File: src/pecc_defs.svh
/*
 * Register offsets, field positions, reset values and response codes for the
 * performance event counter control block.
 * Assumes inclusion by the design module only.
 */
`ifndef PECC_DEFS_SVH
`define PECC_DEFS_SVH

// Register byte offsets; selectors sit at 0x000 + 4*index
`define PECC_ESC_BASE       12'h000
`define PECC_CCC_BASE       12'h040
`define PECC_CNT_BASE       12'h080
`define PECC_STAT_OFF       12'h0C0

// Event selection control fields
`define PECC_ESC_T1USR      0
`define PECC_ESC_T1OS       1
`define PECC_ESC_T0USR      2
`define PECC_ESC_T0OS       3
`define PECC_ESC_TAGEN      4
`define PECC_ESC_TAGLO      5
`define PECC_ESC_MASKLO     9
`define PECC_ESC_CLSLO      25

// Counter configuration control fields
`define PECC_CCC_EN         12
`define PECC_CCC_SELLO      13
`define PECC_CCC_ATLO       16
`define PECC_CCC_CMP        18
`define PECC_CCC_CMPL       19
`define PECC_CCC_THRLO      20
`define PECC_CCC_EDGE       24
`define PECC_CCC_FOVF       25
`define PECC_CCC_IRQ0       26
`define PECC_CCC_IRQ1       27
`define PECC_CCC_CASC       30
`define PECC_CCC_OVF        31
`define PECC_CCC_WMASK      32'h4FFFF000

`define PECC_RST_WORD       32'h00000000
`define PECC_RESP_OKAY      2'h0
`define PECC_RESP_SLVERR    2'h2

`endif

File: src/pecc_pkg.sv
/*
 * Types shared by the performance event counter control block.
 * Assumes pecc_defs.svh is on the include path.
 */
package pecc_pkg;
    typedef struct packed {
        logic        active;    // Not halted, not waiting for startup IPI
        logic        kernel;    // Privilege level zero
        logic [15:0] sub_ev;    // Per sub-event hit, one bit each
        logic [3:0]  tag_hit;   // Tagged micro-ops retiring
    } pecc_thread_t;

    typedef struct packed {
        logic [15:0] indep;     // Sub-events not attributable to a thread
        logic [5:0]  cls;       // Event class presented by the pipeline
    } pecc_shared_t;

    typedef struct packed {
        logic       en;
        logic [3:0] val;
    } pecc_tag_t;

    typedef enum logic [2:0] {
        PECC_RD_IDLE = 3'b001,
        PECC_RD_RESP = 3'b010,
        PECC_RD_HOLD = 3'b100
    } pecc_rd_state_t;
endpackage

File: src/pecc_perf_counter.sv
/*
 * Performance event counter control: event selectors with per-thread
 * privilege qualifiers, counter configuration with threshold, edge,
 * active-thread filtering, cascade, forced overflow and per-thread
 * interrupts, reached over AXI4-Lite.
 * Assumes event inputs arrive registered on aclk from the core pipeline.
 */
`timescale 1ns/1ps
`include "pecc_defs.svh"

// Notes on behaviour
// Thread1 user qualifier counts thread1 at levels 1-3
// Thread1 kernel qualifier counts thread1 at level 0
// Thread0 user qualifier counts thread0 at levels 1-3
// Thread0 kernel qualifier counts thread0 at level 0
// Tag enable gates micro-op tagging
// Four-bit tag value attached to tagged micro-ops
// Class picks event class, mask picks sub-events
// Thread-independent sub-events ignore which thread
// Counter increments only when enabled; reset clears
// Three-bit field selects the event selector
// Active-thread field gates none/single/both/any
// Halted or startup-waiting thread counts inactive
// Compare bit turns threshold filtering on
// Complement: at-or-below threshold, else above
// Threshold used only while compare set
// Edge counts rising transitions of comparison
// Force overflow makes every increment overflow
// Overflow interrupts thread0 when enabled
// Overflow interrupts thread1 when enabled
// Interrupt fires on next count after overflow
// Cascade starts counter after partner overflows
// Sticky overflow flag, cleared only by software
// Increment needs all qualifiers together
module pecc_perf_counter #(
    parameter int NCNT = 2,     // Counters, paired by index bit 0
    parameter int NSEL = 8,     // Event selectors
    parameter int CW   = 40     // Counter width
) (
    input  wire logic                 aclk,          // Core clock
    input  wire logic                 aresetn,       // Synchronous reset, active low
    input  wire pecc_pkg::pecc_thread_t thr0,        // Thread 0 pipeline state
    input  wire pecc_pkg::pecc_thread_t thr1,        // Thread 1 pipeline state
    input  wire pecc_pkg::pecc_shared_t shared_ev,   // Thread-independent events
    output logic [NSEL-1:0][4:0]      tag_ctl,       // Tag enable and value per selector
    output logic [NCNT-1:0]           irq_thread0,   // Interrupt to logical processor 0
    output logic [NCNT-1:0]           irq_thread1,   // Interrupt to logical processor 1
    input  wire logic [11:0]          s_axi_awaddr,  // Write address
    input  wire logic                 s_axi_awvalid, // Write address valid
    output logic                      s_axi_awready, // Write address ready
    input  wire logic [31:0]          s_axi_wdata,   // Write data
    input  wire logic [3:0]           s_axi_wstrb,   // Write byte strobes
    input  wire logic                 s_axi_wvalid,  // Write data valid
    output logic                      s_axi_wready,  // Write data ready
    output logic [1:0]                s_axi_bresp,   // Write response
    output logic                      s_axi_bvalid,  // Write response valid
    input  wire logic                 s_axi_bready,  // Write response ready
    input  wire logic [11:0]          s_axi_araddr,  // Read address
    input  wire logic                 s_axi_arvalid, // Read address valid
    output logic                      s_axi_arready, // Read address ready
    output logic [31:0]               s_axi_rdata,   // Read data
    output logic [1:0]                s_axi_rresp,   // Read response
    output logic                      s_axi_rvalid,  // Read data valid
    input  wire logic                 s_axi_rready   // Read data ready
);
    import pecc_pkg::*;

    initial
    begin
        if (NCNT < 2 || NCNT > 16 || (NCNT % 2) != 0 || NSEL < 1 || NSEL > 8 || CW < 2 || CW > 64)
            $error("pecc_perf_counter: unsupported parameters");
    end

    logic [NSEL-1:0][31:0] esc_q;
    logic [NCNT-1:0][31:0] ccc_q;
    logic [NCNT-1:0][CW-1:0] cnt_q;
    logic [NCNT-1:0]       cmp_prev_q;
    logic [NCNT-1:0]       pend_irq_q;
    logic [NCNT-1:0]       casc_arm_q;
    logic [NCNT-1:0]       inc;
    logic [NCNT-1:0]       ovf_ev;
    logic [NCNT-1:0]       cmp_now;

    // Write channel: address and data are latched independently
    logic        aw_have_q;
    logic        w_have_q;
    logic [11:0] aw_addr_q;
    logic [31:0] w_data_q;
    logic [3:0]  w_strb_q;
    logic        wr_fire;
    logic [31:0] wmask;

    assign wr_fire = aw_have_q && w_have_q && !s_axi_bvalid;
    always_comb
    begin
        for (int b = 0; b < 4; b++)
            wmask[b*8 +: 8] = {8{w_strb_q[b]}};
    end

    always_ff @(posedge aclk)
    begin
        if (!aresetn)
        begin
            aw_have_q     <= 1'b0;
            w_have_q      <= 1'b0;
            aw_addr_q     <= 12'h000;
            w_data_q      <= `PECC_RST_WORD;
            w_strb_q      <= 4'h0;
            s_axi_awready <= 1'b0;
            s_axi_wready  <= 1'b0;
            s_axi_bvalid  <= 1'b0;
            s_axi_bresp   <= `PECC_RESP_OKAY;
        end
        else
        begin
            s_axi_awready <= !aw_have_q && !s_axi_awready && s_axi_awvalid;
            s_axi_wready  <= !w_have_q && !s_axi_wready && s_axi_wvalid;
            if (s_axi_awvalid && s_axi_awready)
            begin
                aw_have_q <= 1'b1;
                aw_addr_q <= s_axi_awaddr;
            end
            if (s_axi_wvalid && s_axi_wready)
            begin
                w_have_q <= 1'b1;
                w_data_q <= s_axi_wdata;
                w_strb_q <= s_axi_wstrb;
            end
            if (wr_fire)
            begin
                aw_have_q    <= 1'b0;
                w_have_q     <= 1'b0;
                s_axi_bvalid <= 1'b1;
                s_axi_bresp  <= wr_hit(aw_addr_q) ? `PECC_RESP_OKAY : `PECC_RESP_SLVERR;
            end
            else if (s_axi_bvalid && s_axi_bready)
                s_axi_bvalid <= 1'b0;
        end
    end

    function automatic logic wr_hit(input logic [11:0] a);
        logic ok;
        ok = 1'b0;
        if (a[1:0] == 2'b00)
        begin
            if (a >= `PECC_ESC_BASE && a < `PECC_ESC_BASE + 12'(4 * NSEL))
                ok = 1'b1;
            if (a >= `PECC_CCC_BASE && a < `PECC_CCC_BASE + 12'(4 * NCNT))
                ok = 1'b1;
            if (a >= `PECC_CNT_BASE && a < `PECC_CNT_BASE + 12'(8 * NCNT))
                ok = 1'b1;
            if (a == `PECC_STAT_OFF)
                ok = 1'b1;
        end
        return ok;
    endfunction

    // Event selector registers; tag fields reach the pipeline through one register stage
    always_ff @(posedge aclk)
    begin
        if (!aresetn)
            esc_q <= '0;
        else if (wr_fire && aw_addr_q[1:0] == 2'b00)
        begin
            for (int s = 0; s < NSEL; s++)
                if (aw_addr_q == `PECC_ESC_BASE + 12'(4 * s))
                    esc_q[s] <= (esc_q[s] & ~wmask) | (w_data_q & wmask);
        end
    end

    always_ff @(posedge aclk)
    begin
        if (!aresetn)
            tag_ctl <= '0;
        else
            for (int s = 0; s < NSEL; s++)
                tag_ctl[s] <= esc_q[s][`PECC_ESC_TAGEN] ?
                    {1'b1, esc_q[s][`PECC_ESC_TAGLO +: 4]} : 5'h00;
    end

    // Qualification, filtering and counting, one counter per iteration
    logic [NCNT-1:0][4:0] ev_cnt;
    logic [NCNT-1:0]      thr_ok;
    always_comb
    begin
        for (int c = 0; c < NCNT; c++)
        begin
            logic [31:0] e;
            logic [15:0] m;
            logic        q0;
            logic        q1;
            logic        qi;
            logic [1:0]  nact;
            logic        cls_ok;
            e = esc_q[3'(ccc_q[c][`PECC_CCC_SELLO +: 3]) % NSEL];
            m = e[`PECC_ESC_MASKLO +: 16];
            cls_ok = (shared_ev.cls == e[`PECC_ESC_CLSLO +: 6]);
            q0 = thr0.kernel ? e[`PECC_ESC_T0OS] : e[`PECC_ESC_T0USR];
            q1 = thr1.kernel ? e[`PECC_ESC_T1OS] : e[`PECC_ESC_T1USR];
            qi = (e[3:0] != 4'h0);
            ev_cnt[c] = 5'h00;
            for (int b = 0; b < 16; b++)
                ev_cnt[c] = ev_cnt[c] + 5'(cls_ok && m[b] &&
                    ((thr0.sub_ev[b] && q0) || (thr1.sub_ev[b] && q1) || (shared_ev.indep[b] && qi)));
            nact = 2'(thr0.active) + 2'(thr1.active);
            unique case (ccc_q[c][`PECC_CCC_ATLO +: 2])
                2'b00: thr_ok[c] = (nact == 2'd0);
                2'b01: thr_ok[c] = (nact == 2'd1);
                2'b10: thr_ok[c] = (nact == 2'd2);
                2'b11: thr_ok[c] = (nact != 2'd0);
            endcase
            cmp_now[c] = ccc_q[c][`PECC_CCC_CMPL] ?
                (ev_cnt[c] <= {1'b0, ccc_q[c][`PECC_CCC_THRLO +: 4]}) :
                (ev_cnt[c] >  {1'b0, ccc_q[c][`PECC_CCC_THRLO +: 4]});
            if (!ccc_q[c][`PECC_CCC_CMP])
                inc[c] = (ev_cnt[c] != 5'h00);
            else if (ccc_q[c][`PECC_CCC_EDGE])
                inc[c] = cmp_now[c] && !cmp_prev_q[c];
            else
                inc[c] = cmp_now[c];
            inc[c] = inc[c] && thr_ok[c] && ccc_q[c][`PECC_CCC_EN] &&
                (!ccc_q[c][`PECC_CCC_CASC] || casc_arm_q[c]);
            ovf_ev[c] = inc[c] && (ccc_q[c][`PECC_CCC_FOVF] || (&cnt_q[c]));
        end
    end

    // Counters, sticky overflow, cascade arming and pending interrupts
    always_ff @(posedge aclk)
    begin
        if (!aresetn)
        begin
            ccc_q       <= '0;
            cnt_q       <= '0;
            cmp_prev_q  <= '0;
            pend_irq_q  <= '0;
            casc_arm_q  <= '0;
            irq_thread0 <= '0;
            irq_thread1 <= '0;
        end
        else
        begin
            for (int c = 0; c < NCNT; c++)
            begin
                cmp_prev_q[c]  <= cmp_now[c] && ccc_q[c][`PECC_CCC_CMP];
                irq_thread0[c] <= 1'b0;
                irq_thread1[c] <= 1'b0;
                if (wr_fire && aw_addr_q == `PECC_CCC_BASE + 12'(4 * c))
                    ccc_q[c] <= (ccc_q[c] & ~(wmask & `PECC_CCC_WMASK)) | (w_data_q & wmask & `PECC_CCC_WMASK);
                if (wr_fire && aw_addr_q == `PECC_CCC_BASE + 12'(4 * c) && wmask[31] && !w_data_q[31])
                    ccc_q[c][`PECC_CCC_OVF] <= 1'b0;
                if (ovf_ev[c])
                    ccc_q[c][`PECC_CCC_OVF] <= 1'b1;
                if (wr_fire && aw_addr_q == `PECC_CNT_BASE + 12'(8 * c))
                    cnt_q[c][31:0] <= w_data_q;
                else if (wr_fire && aw_addr_q == `PECC_CNT_BASE + 12'(8 * c + 4) && CW > 32)
                    cnt_q[c] <= CW'({w_data_q, cnt_q[c][31:0]});
                else if (inc[c])
                    cnt_q[c] <= cnt_q[c] + CW'(1);
                if (!ccc_q[c][`PECC_CCC_CASC])
                    casc_arm_q[c] <= 1'b0;
                else if (ovf_ev[c ^ 1])
                    casc_arm_q[c] <= 1'b1;
                if (inc[c] && pend_irq_q[c])
                begin
                    pend_irq_q[c]  <= 1'b0;
                    irq_thread0[c] <= ccc_q[c][`PECC_CCC_IRQ0];
                    irq_thread1[c] <= ccc_q[c][`PECC_CCC_IRQ1];
                end
                if (ovf_ev[c])
                    pend_irq_q[c] <= 1'b1;
            end
        end
    end

    // Read channel
    pecc_rd_state_t rd_q;
    logic [31:0] rd_word;
    logic        rd_ok;
    always_comb
    begin
        rd_word = 32'h00000000;
        rd_ok   = wr_hit(s_axi_araddr);
        for (int s = 0; s < NSEL; s++)
            if (s_axi_araddr == `PECC_ESC_BASE + 12'(4 * s))
                rd_word = esc_q[s];
        for (int c = 0; c < NCNT; c++)
        begin
            if (s_axi_araddr == `PECC_CCC_BASE + 12'(4 * c))
                rd_word = ccc_q[c];
            if (s_axi_araddr == `PECC_CNT_BASE + 12'(8 * c))
                rd_word = cnt_q[c][31:0];
            if (s_axi_araddr == `PECC_CNT_BASE + 12'(8 * c + 4))
                rd_word = 32'(64'(cnt_q[c]) >> 32);
        end
        if (s_axi_araddr == `PECC_STAT_OFF)
            rd_word = {16'h0000, 14'h0000, thr1.active, thr0.active};
    end

    always_ff @(posedge aclk)
    begin
        if (!aresetn)
        begin
            rd_q          <= PECC_RD_IDLE;
            s_axi_arready <= 1'b0;
            s_axi_rvalid  <= 1'b0;
            s_axi_rdata   <= `PECC_RST_WORD;
            s_axi_rresp   <= `PECC_RESP_OKAY;
        end
        else
        begin
            unique case (rd_q)
                PECC_RD_IDLE:
                begin
                    if (s_axi_arvalid)
                    begin
                        s_axi_arready <= 1'b1;
                        rd_q          <= PECC_RD_RESP;
                    end
                end
                PECC_RD_RESP:
                begin
                    s_axi_arready <= 1'b0;
                    s_axi_rvalid  <= 1'b1;
                    s_axi_rdata   <= rd_word;
                    s_axi_rresp   <= rd_ok ? `PECC_RESP_OKAY : `PECC_RESP_SLVERR;
                    rd_q          <= PECC_RD_HOLD;
                end
                PECC_RD_HOLD:
                begin
                    if (s_axi_rready)
                    begin
                        s_axi_rvalid <= 1'b0;
                        rd_q         <= PECC_RD_IDLE;
                    end
                end
                default:
                    rd_q <= PECC_RD_IDLE;
            endcase
        end
    end
endmodule

File: config.mk
export PLATFORM = sky130hd
export DESIGN_NAME = pecc_perf_counter
export DESIGN_NICKNAME = d
export VERILOG_FILES = /design/src/pecc_pkg.sv /design/src/pecc_perf_counter.sv
export VERILOG_INCLUDE_DIRS = /design/src
export SDC_FILE = /design/constraint.sdc
export NUM_CORES = 2
export LEC_CHECK = 0
export ABC_CLOCK_PERIOD_IN_PS = 10300
export BUFFER_PORTS_ARGS = -buffer_cell sky130_fd_sc_hd__clkbuf_2
export CORE_MARGIN = 8
export CORE_UTILIZATION = 55
export DETAILED_ROUTE_END_ITERATION = 10
export PLACE_DENSITY_LB_ADDON = 0.08
export SYNTH_ARGS = -nofsm -noshare
export SYNTH_HDL_FRONTEND = slang
export SYNTH_SLANG_ARGS = --single-unit
File: constraint.sdc
create_clock -name aclk -period 10.3 [get_ports aclk]
set_input_delay 0.515 -clock aclk [delete_from_list [all_inputs] [get_ports aclk]]
set_output_delay 0.515 -clock aclk [all_outputs]
set_load 0.01 [all_outputs]
### Word level (Yosys, flattened, before mapping)

Index checks and enable logic that the tools add are counted.

* bitwise operators: 26
* add/subtract/negate cells: 33
* muxes and demuxes: 78
* reduce and logical (&&, ||, !) cells: 331
* equality and inequality tests: 45
* magnitude comparators: 18

Operators with widths (count)
* 2-to-1 mux 32 bit: 19
* AND 32 bit: 11
* OR 32 bit: 8
* logical AND 1 bit: 200
* binary-select mux 32 bit (select 3 bit): 2
* 2-to-1 mux 40 bit: 4
* equality test 12 x 8 -> 1 bit, second input constant: 10
* adder 5 x 1 -> 5 bit: 22
* equality test 12 x 5 -> 1 bit, second input constant: 8
* adder 40 x 1 -> 40 bit, second input constant: 2
* AND reduction 40 bit: 2
* logical OR 1 bit: 68
* OR 32 x 31 -> 32 bit: 2
* 2-to-1 mux 31 bit: 2
* AND reduction 2 bit: 27
* equality test 12 x 4 -> 1 bit, second input constant: 4
* equality test 12 x 7 -> 1 bit, second input constant: 4
* 2-to-1 mux 5 bit: 8
* 2-to-1 mux 1 bit: 34
* NOT 31 -> 32 bit: 1
* NOT 32 bit: 1
* equality test 12 x 3 -> 1 bit, second input constant: 2
* >= comparator 12 x 1 -> 1 bit, second input constant: 2
* >= comparator 12 x 7 -> 1 bit, second input constant: 2
* 32 further kinds: 86

* register bits after elaboration: 544
* input bits: 133
* output and inout port bits: 85

### Longest topological paths before layout

* word-level depth: 33
* depth in mapped cells: 30
* gate-level depth less buffers: 24

### Worst setup path before layout

Ideal clock, no wire load.

* path kind: register to register
* from: register with a tool-made name
* to: register cnt_q[7] (netlist name)
* stages on the path, launching flop included: 29
* buffers on the path: 6
* arrival: 7.762 ns
* period minus slack after synthesis: 7.836 ns
* library setup time: 0.074 ns
* slack: 2.464 ns
* cells stage by stage: dfxtp_1 -> buf_2 -> buf_2 -> buf_2 -> mux4_2 -> mux2i_1 -> xor2_1 -> nand3_1 -> clkbuf_1 -> nor3_1 -> fa_1 -> fa_1 -> fa_1 -> inv_1 -> fa_1 -> inv_1 -> ha_1 -> fa_1 -> xor2_1 -> ha_1 -> o21a_1 -> o21ai_0 -> mux2_2 -> nor2_1 -> clkbuf_1 -> o22ai_1 -> buf_2 -> a31o_2 -> a31oi_1

RTL lines
* end signal: indexed assignment: RTL line pecc_perf_counter.sv:254 `cnt_q[c][31:0] <= w_data_q;`
* end signal: indexed assignment: RTL line pecc_perf_counter.sv:256 `cnt_q[c] <= CW'({w_data_q, cnt_q[c][31:0]});`
* end signal: indexed assignment: RTL line pecc_perf_counter.sv:258 `cnt_q[c] <= cnt_q[c] + CW'(1);`
* end: declaration: RTL line pecc_perf_counter.sv:76 `logic [NCNT-1:0][CW-1:0] cnt_q;`

==> results_dict.tcl <==
set metrics [dict create \
    worstMarginPinSlew_ns 1.404 \
    drc_errors 0 \
    gp_congestion 0.9617 \
    die_y_um 243.9 \
    ys_seq_area_frac 0.3601 \
    p_leak_nw 10.81 \
    outcome "finished clean" \
    die-area_um2 59500 \
    cts-root-buf "clkbuf_16" \
    slew_headroom 0.05386 \
    h-tree-depth 2 \
    postCtsSetupRepairBufs 0 \
    synth_area_per_cell_um2 8.232 \
    synthesis.area_um2 28570 \
    fin_setup_tns_ns 0 \
    num-fill-cells 4552 \
    cts.sink_count 514 \
    setup_viol 0 \
    maxCapViolCount 0 \
    dp_worst_setup_slack_ns 1.474 \
    dp_hpwl_um 79180 \
    synth_edf_count 0 \
    core_um2 51300 \
    max-clock-path-buffers 3 \
    clkTransAtPathRegs_ns 0.06 \
    ant_nets 0 \
    r2r-end "cnt_q[76]" \
    vdd_drop_max_mv 0.1266 \
    cp.required_ns 10.78 \
    grt_pass1_wl_um 170100 \
    cp.arrival_ns 9.48 \
    fin_cells 4214 \
    drtIter0Drc 4350 \
    initial_core_util 0.5570 \
    drt-total-wl_um 114100 \
    tritoncts "yes" \
    worst_slack_ns 1.300 \
    ys.flop_type "dfxtp_1" \
    min_period_ns 9.000 \
    cts_buffers 56 \
    ys_types 80 \
    insertion_delay_ns 0.65 \
    drive_above_1_share 0.1560 \
    cts_resized 0 \
    synth_cells 3471 \
    place_inst 4108 \
    period_share 0.8738 \
    multi_input_area_um2 16940 \
    syn_to_final_growth_pct 11.01 \
    cp_max_fo 23 \
    port-buffer-count 207 \
    finalClockSkew_ns 0.03585 \
    overflow 0 \
    hold_depth 3 \
    ios 218 \
    reg2reg_depth 24 \
    critPathLaunchType "register" \
    first_pass_iters 9 \
    crit_type "reg2reg" \
    nets 3661 \
    track_usage 0.3671 \
    synth-warning-count 0 \
    die_x_um 243.9 \
    min_to "w_strb_q[0]" \
    power_density_nw_per_um2 137.2 \
    grt_pass1_vias 27374 \
    num_vias 28742 \
    regArea_um2 10300 \
    hold_buffers 0 \
    hp-start "s_axi_wstrb[0]" \
    hold_violations 0 \
    end_kind "register" \
    grt_antenna_before_repair 7 \
    grt_max_degree 124 \
    r2r_slack_ns 1.30 \
    async_flop_share 0 \
    rsz0062_at_grt "false" \
    drv_slew 0 \
    avgViaCountPerCell 6.821 \
    wire_per_inst_um 27.08 \
    synth_seq_cells 514 \
    clock.fmax_mhz 111.1 \
    hp-class "in2reg" \
    core.rowCount 83 \
]
-- routing by layer --
metal,GRT usage,up-vias,routed length [um]
met5,0,-,41
met2,0.5619,1887,50350
met1,0.4786,13899,42820
li1,-,12620,-
met3,0.09778,330,14750
met4,0.1793,6,6171
-- worst max-delay path, stage by stage, from the launching register on --
cell	delay, ns
dfxtp_4	0.67
mux4_2	0.58
mux2i_1	0.23
xnor2_1	0.09
nor4_1	0.33
nand3_1	0.65
nor3_1	0.56
fa_1	0.51
fa_1	0.48
fa_1	0.55
inv_1	0.06
fa_1	0.54
inv_1	0.04
ha_1	0.21
a21o_1	0.18
a21oi_1	0.17
xnor2_1	0.18
ha_1	0.31
a211oi_1	0.32
and2_1	0.20
a31oi_1	0.09
and2_1	0.46
a2111oi_0	1.05
a21o_1	0.23
a31oi_1	0.08
-- synth_stat cells (all sizes together) (27+ instances only) --
library cell / instances / area share
mux4: 140 / 0.11
o21ai: 153 / 0.027
nand3: 147 / 0.026
mux2i: 100 / 0.035
and3: 70 / 0.015
a222oi: 36 / 0.013
o22ai: 27 / 0.0059
a22oi: 27 / 0.0071
inv: 64 / 0.0084
dfxtp: 514 / 0.36
nand4: 39 / 0.0088
clkbuf: 258 / 0.034
nor4: 27 / 0.0061
and2: 49 / 0.011
a21oi: 413 / 0.072
nor2: 128 / 0.017
nor3: 64 / 0.012
a31oi: 36 / 0.0079
buf: 46 / 0.0072
nand2: 769 / 0.10
-- through the flow --
| stage | utilization | total power, mW | cell area (um^2) | hold slack, ns |
|---|---|---|---|---|
| after floorplan | - | 2.175 | 28580 | 0.4156 |
| after global placement | 0.5806 | 2.256 | 29780 | 0.4246 |
| after detailed placement | 0.5806 | 2.261 | 29780 | 0.4434 |
| after CTS | 0.6182 | 4.347 | 31720 | 0.06448 |
| after global routing | 0.6182 | 4.462 | 31720 | 0.07502 |
| final | 0.6183 | 4.353 | 31720 | 0.07477 |
-- cell families (layout without fill, tap and decap cells) --
family / after synthesis / after routing / share of synthesized area
flip-flops: 514 / 514 / 0.3601
buffers and inverters: 368 / 428 / 0.04948
other: 1 / 4 / 0.0001312
AND/OR/NAND/NOR: 1402 / 1402 / 0.2239
adder cells (fa/ha/maj): 42 / 42 / 0.02364
multiplexers: 251 / 251 / 0.1497
AO/OA/AOI/OAI: 867 / 867 / 0.1851
XOR/XNOR: 26 / 26 / 0.007969
-- power by group --
part / leakage (nW) / internal (mW) / switching (mW) / total [mW]
clock network: 0.943 / 1.23 / 0.898 / 2.13
logic: 5.72 / 0.0583 / 0.125 / 0.183
registers: 4.15 / 2.00 / 0.0426 / 2.04
-- cell usage in the layout, fill, tap and decap left out, types with 14 or more instances in the layout --
cell type and count:
nor2_1 127, buf_4 56, dfxtp_1 508, o41ai_1 14, nor3_1 59, and2_1 48, a31oi_1 36, nand3_1 147
clkbuf_16 56, a211oi_1 25, clkbuf_2 204, nand4_1 38, fa_1 20, mux2i_1 98, a221oi_1 25, nand2b_1 19
a222oi_1 36, mux4_2 140, or4_1 21, a22oi_1 27, nor4_1 24, xnor2_1 18, inv_1 63, and3_1 70
a21oi_1 413, nand2_1 768, o21ai_0 152, ha_1 22, o22ai_1 27, or3_1 17
-- layout make-up --
type / instances / area share
repair buffers: 260 / 0.04544
multi-input cells: 2590 / 0.5341
flip-flops and latches: 514 / 0.3248
clock buffers: 77 / 0.04982
well taps: 680 / 0.02682
inverters: 64 / 0.007810
clock inverters: 27 / 0.01112
diodes: 2 / 0.0001578
-- how the worst max path moves through the flow --
stage	startpoint	to	cells after the start
after global placement	register	cnt_q[13]	25
after floorplan	register	cnt_q[7]	28
final	register	cnt_q[76]	24
after detailed placement	register	cnt_q[76]	24
after CTS	register	cnt_q[5]	26
after global routing	register	cnt_q[78]	24
No activity file was read; power rests on OpenSTA's default activity.
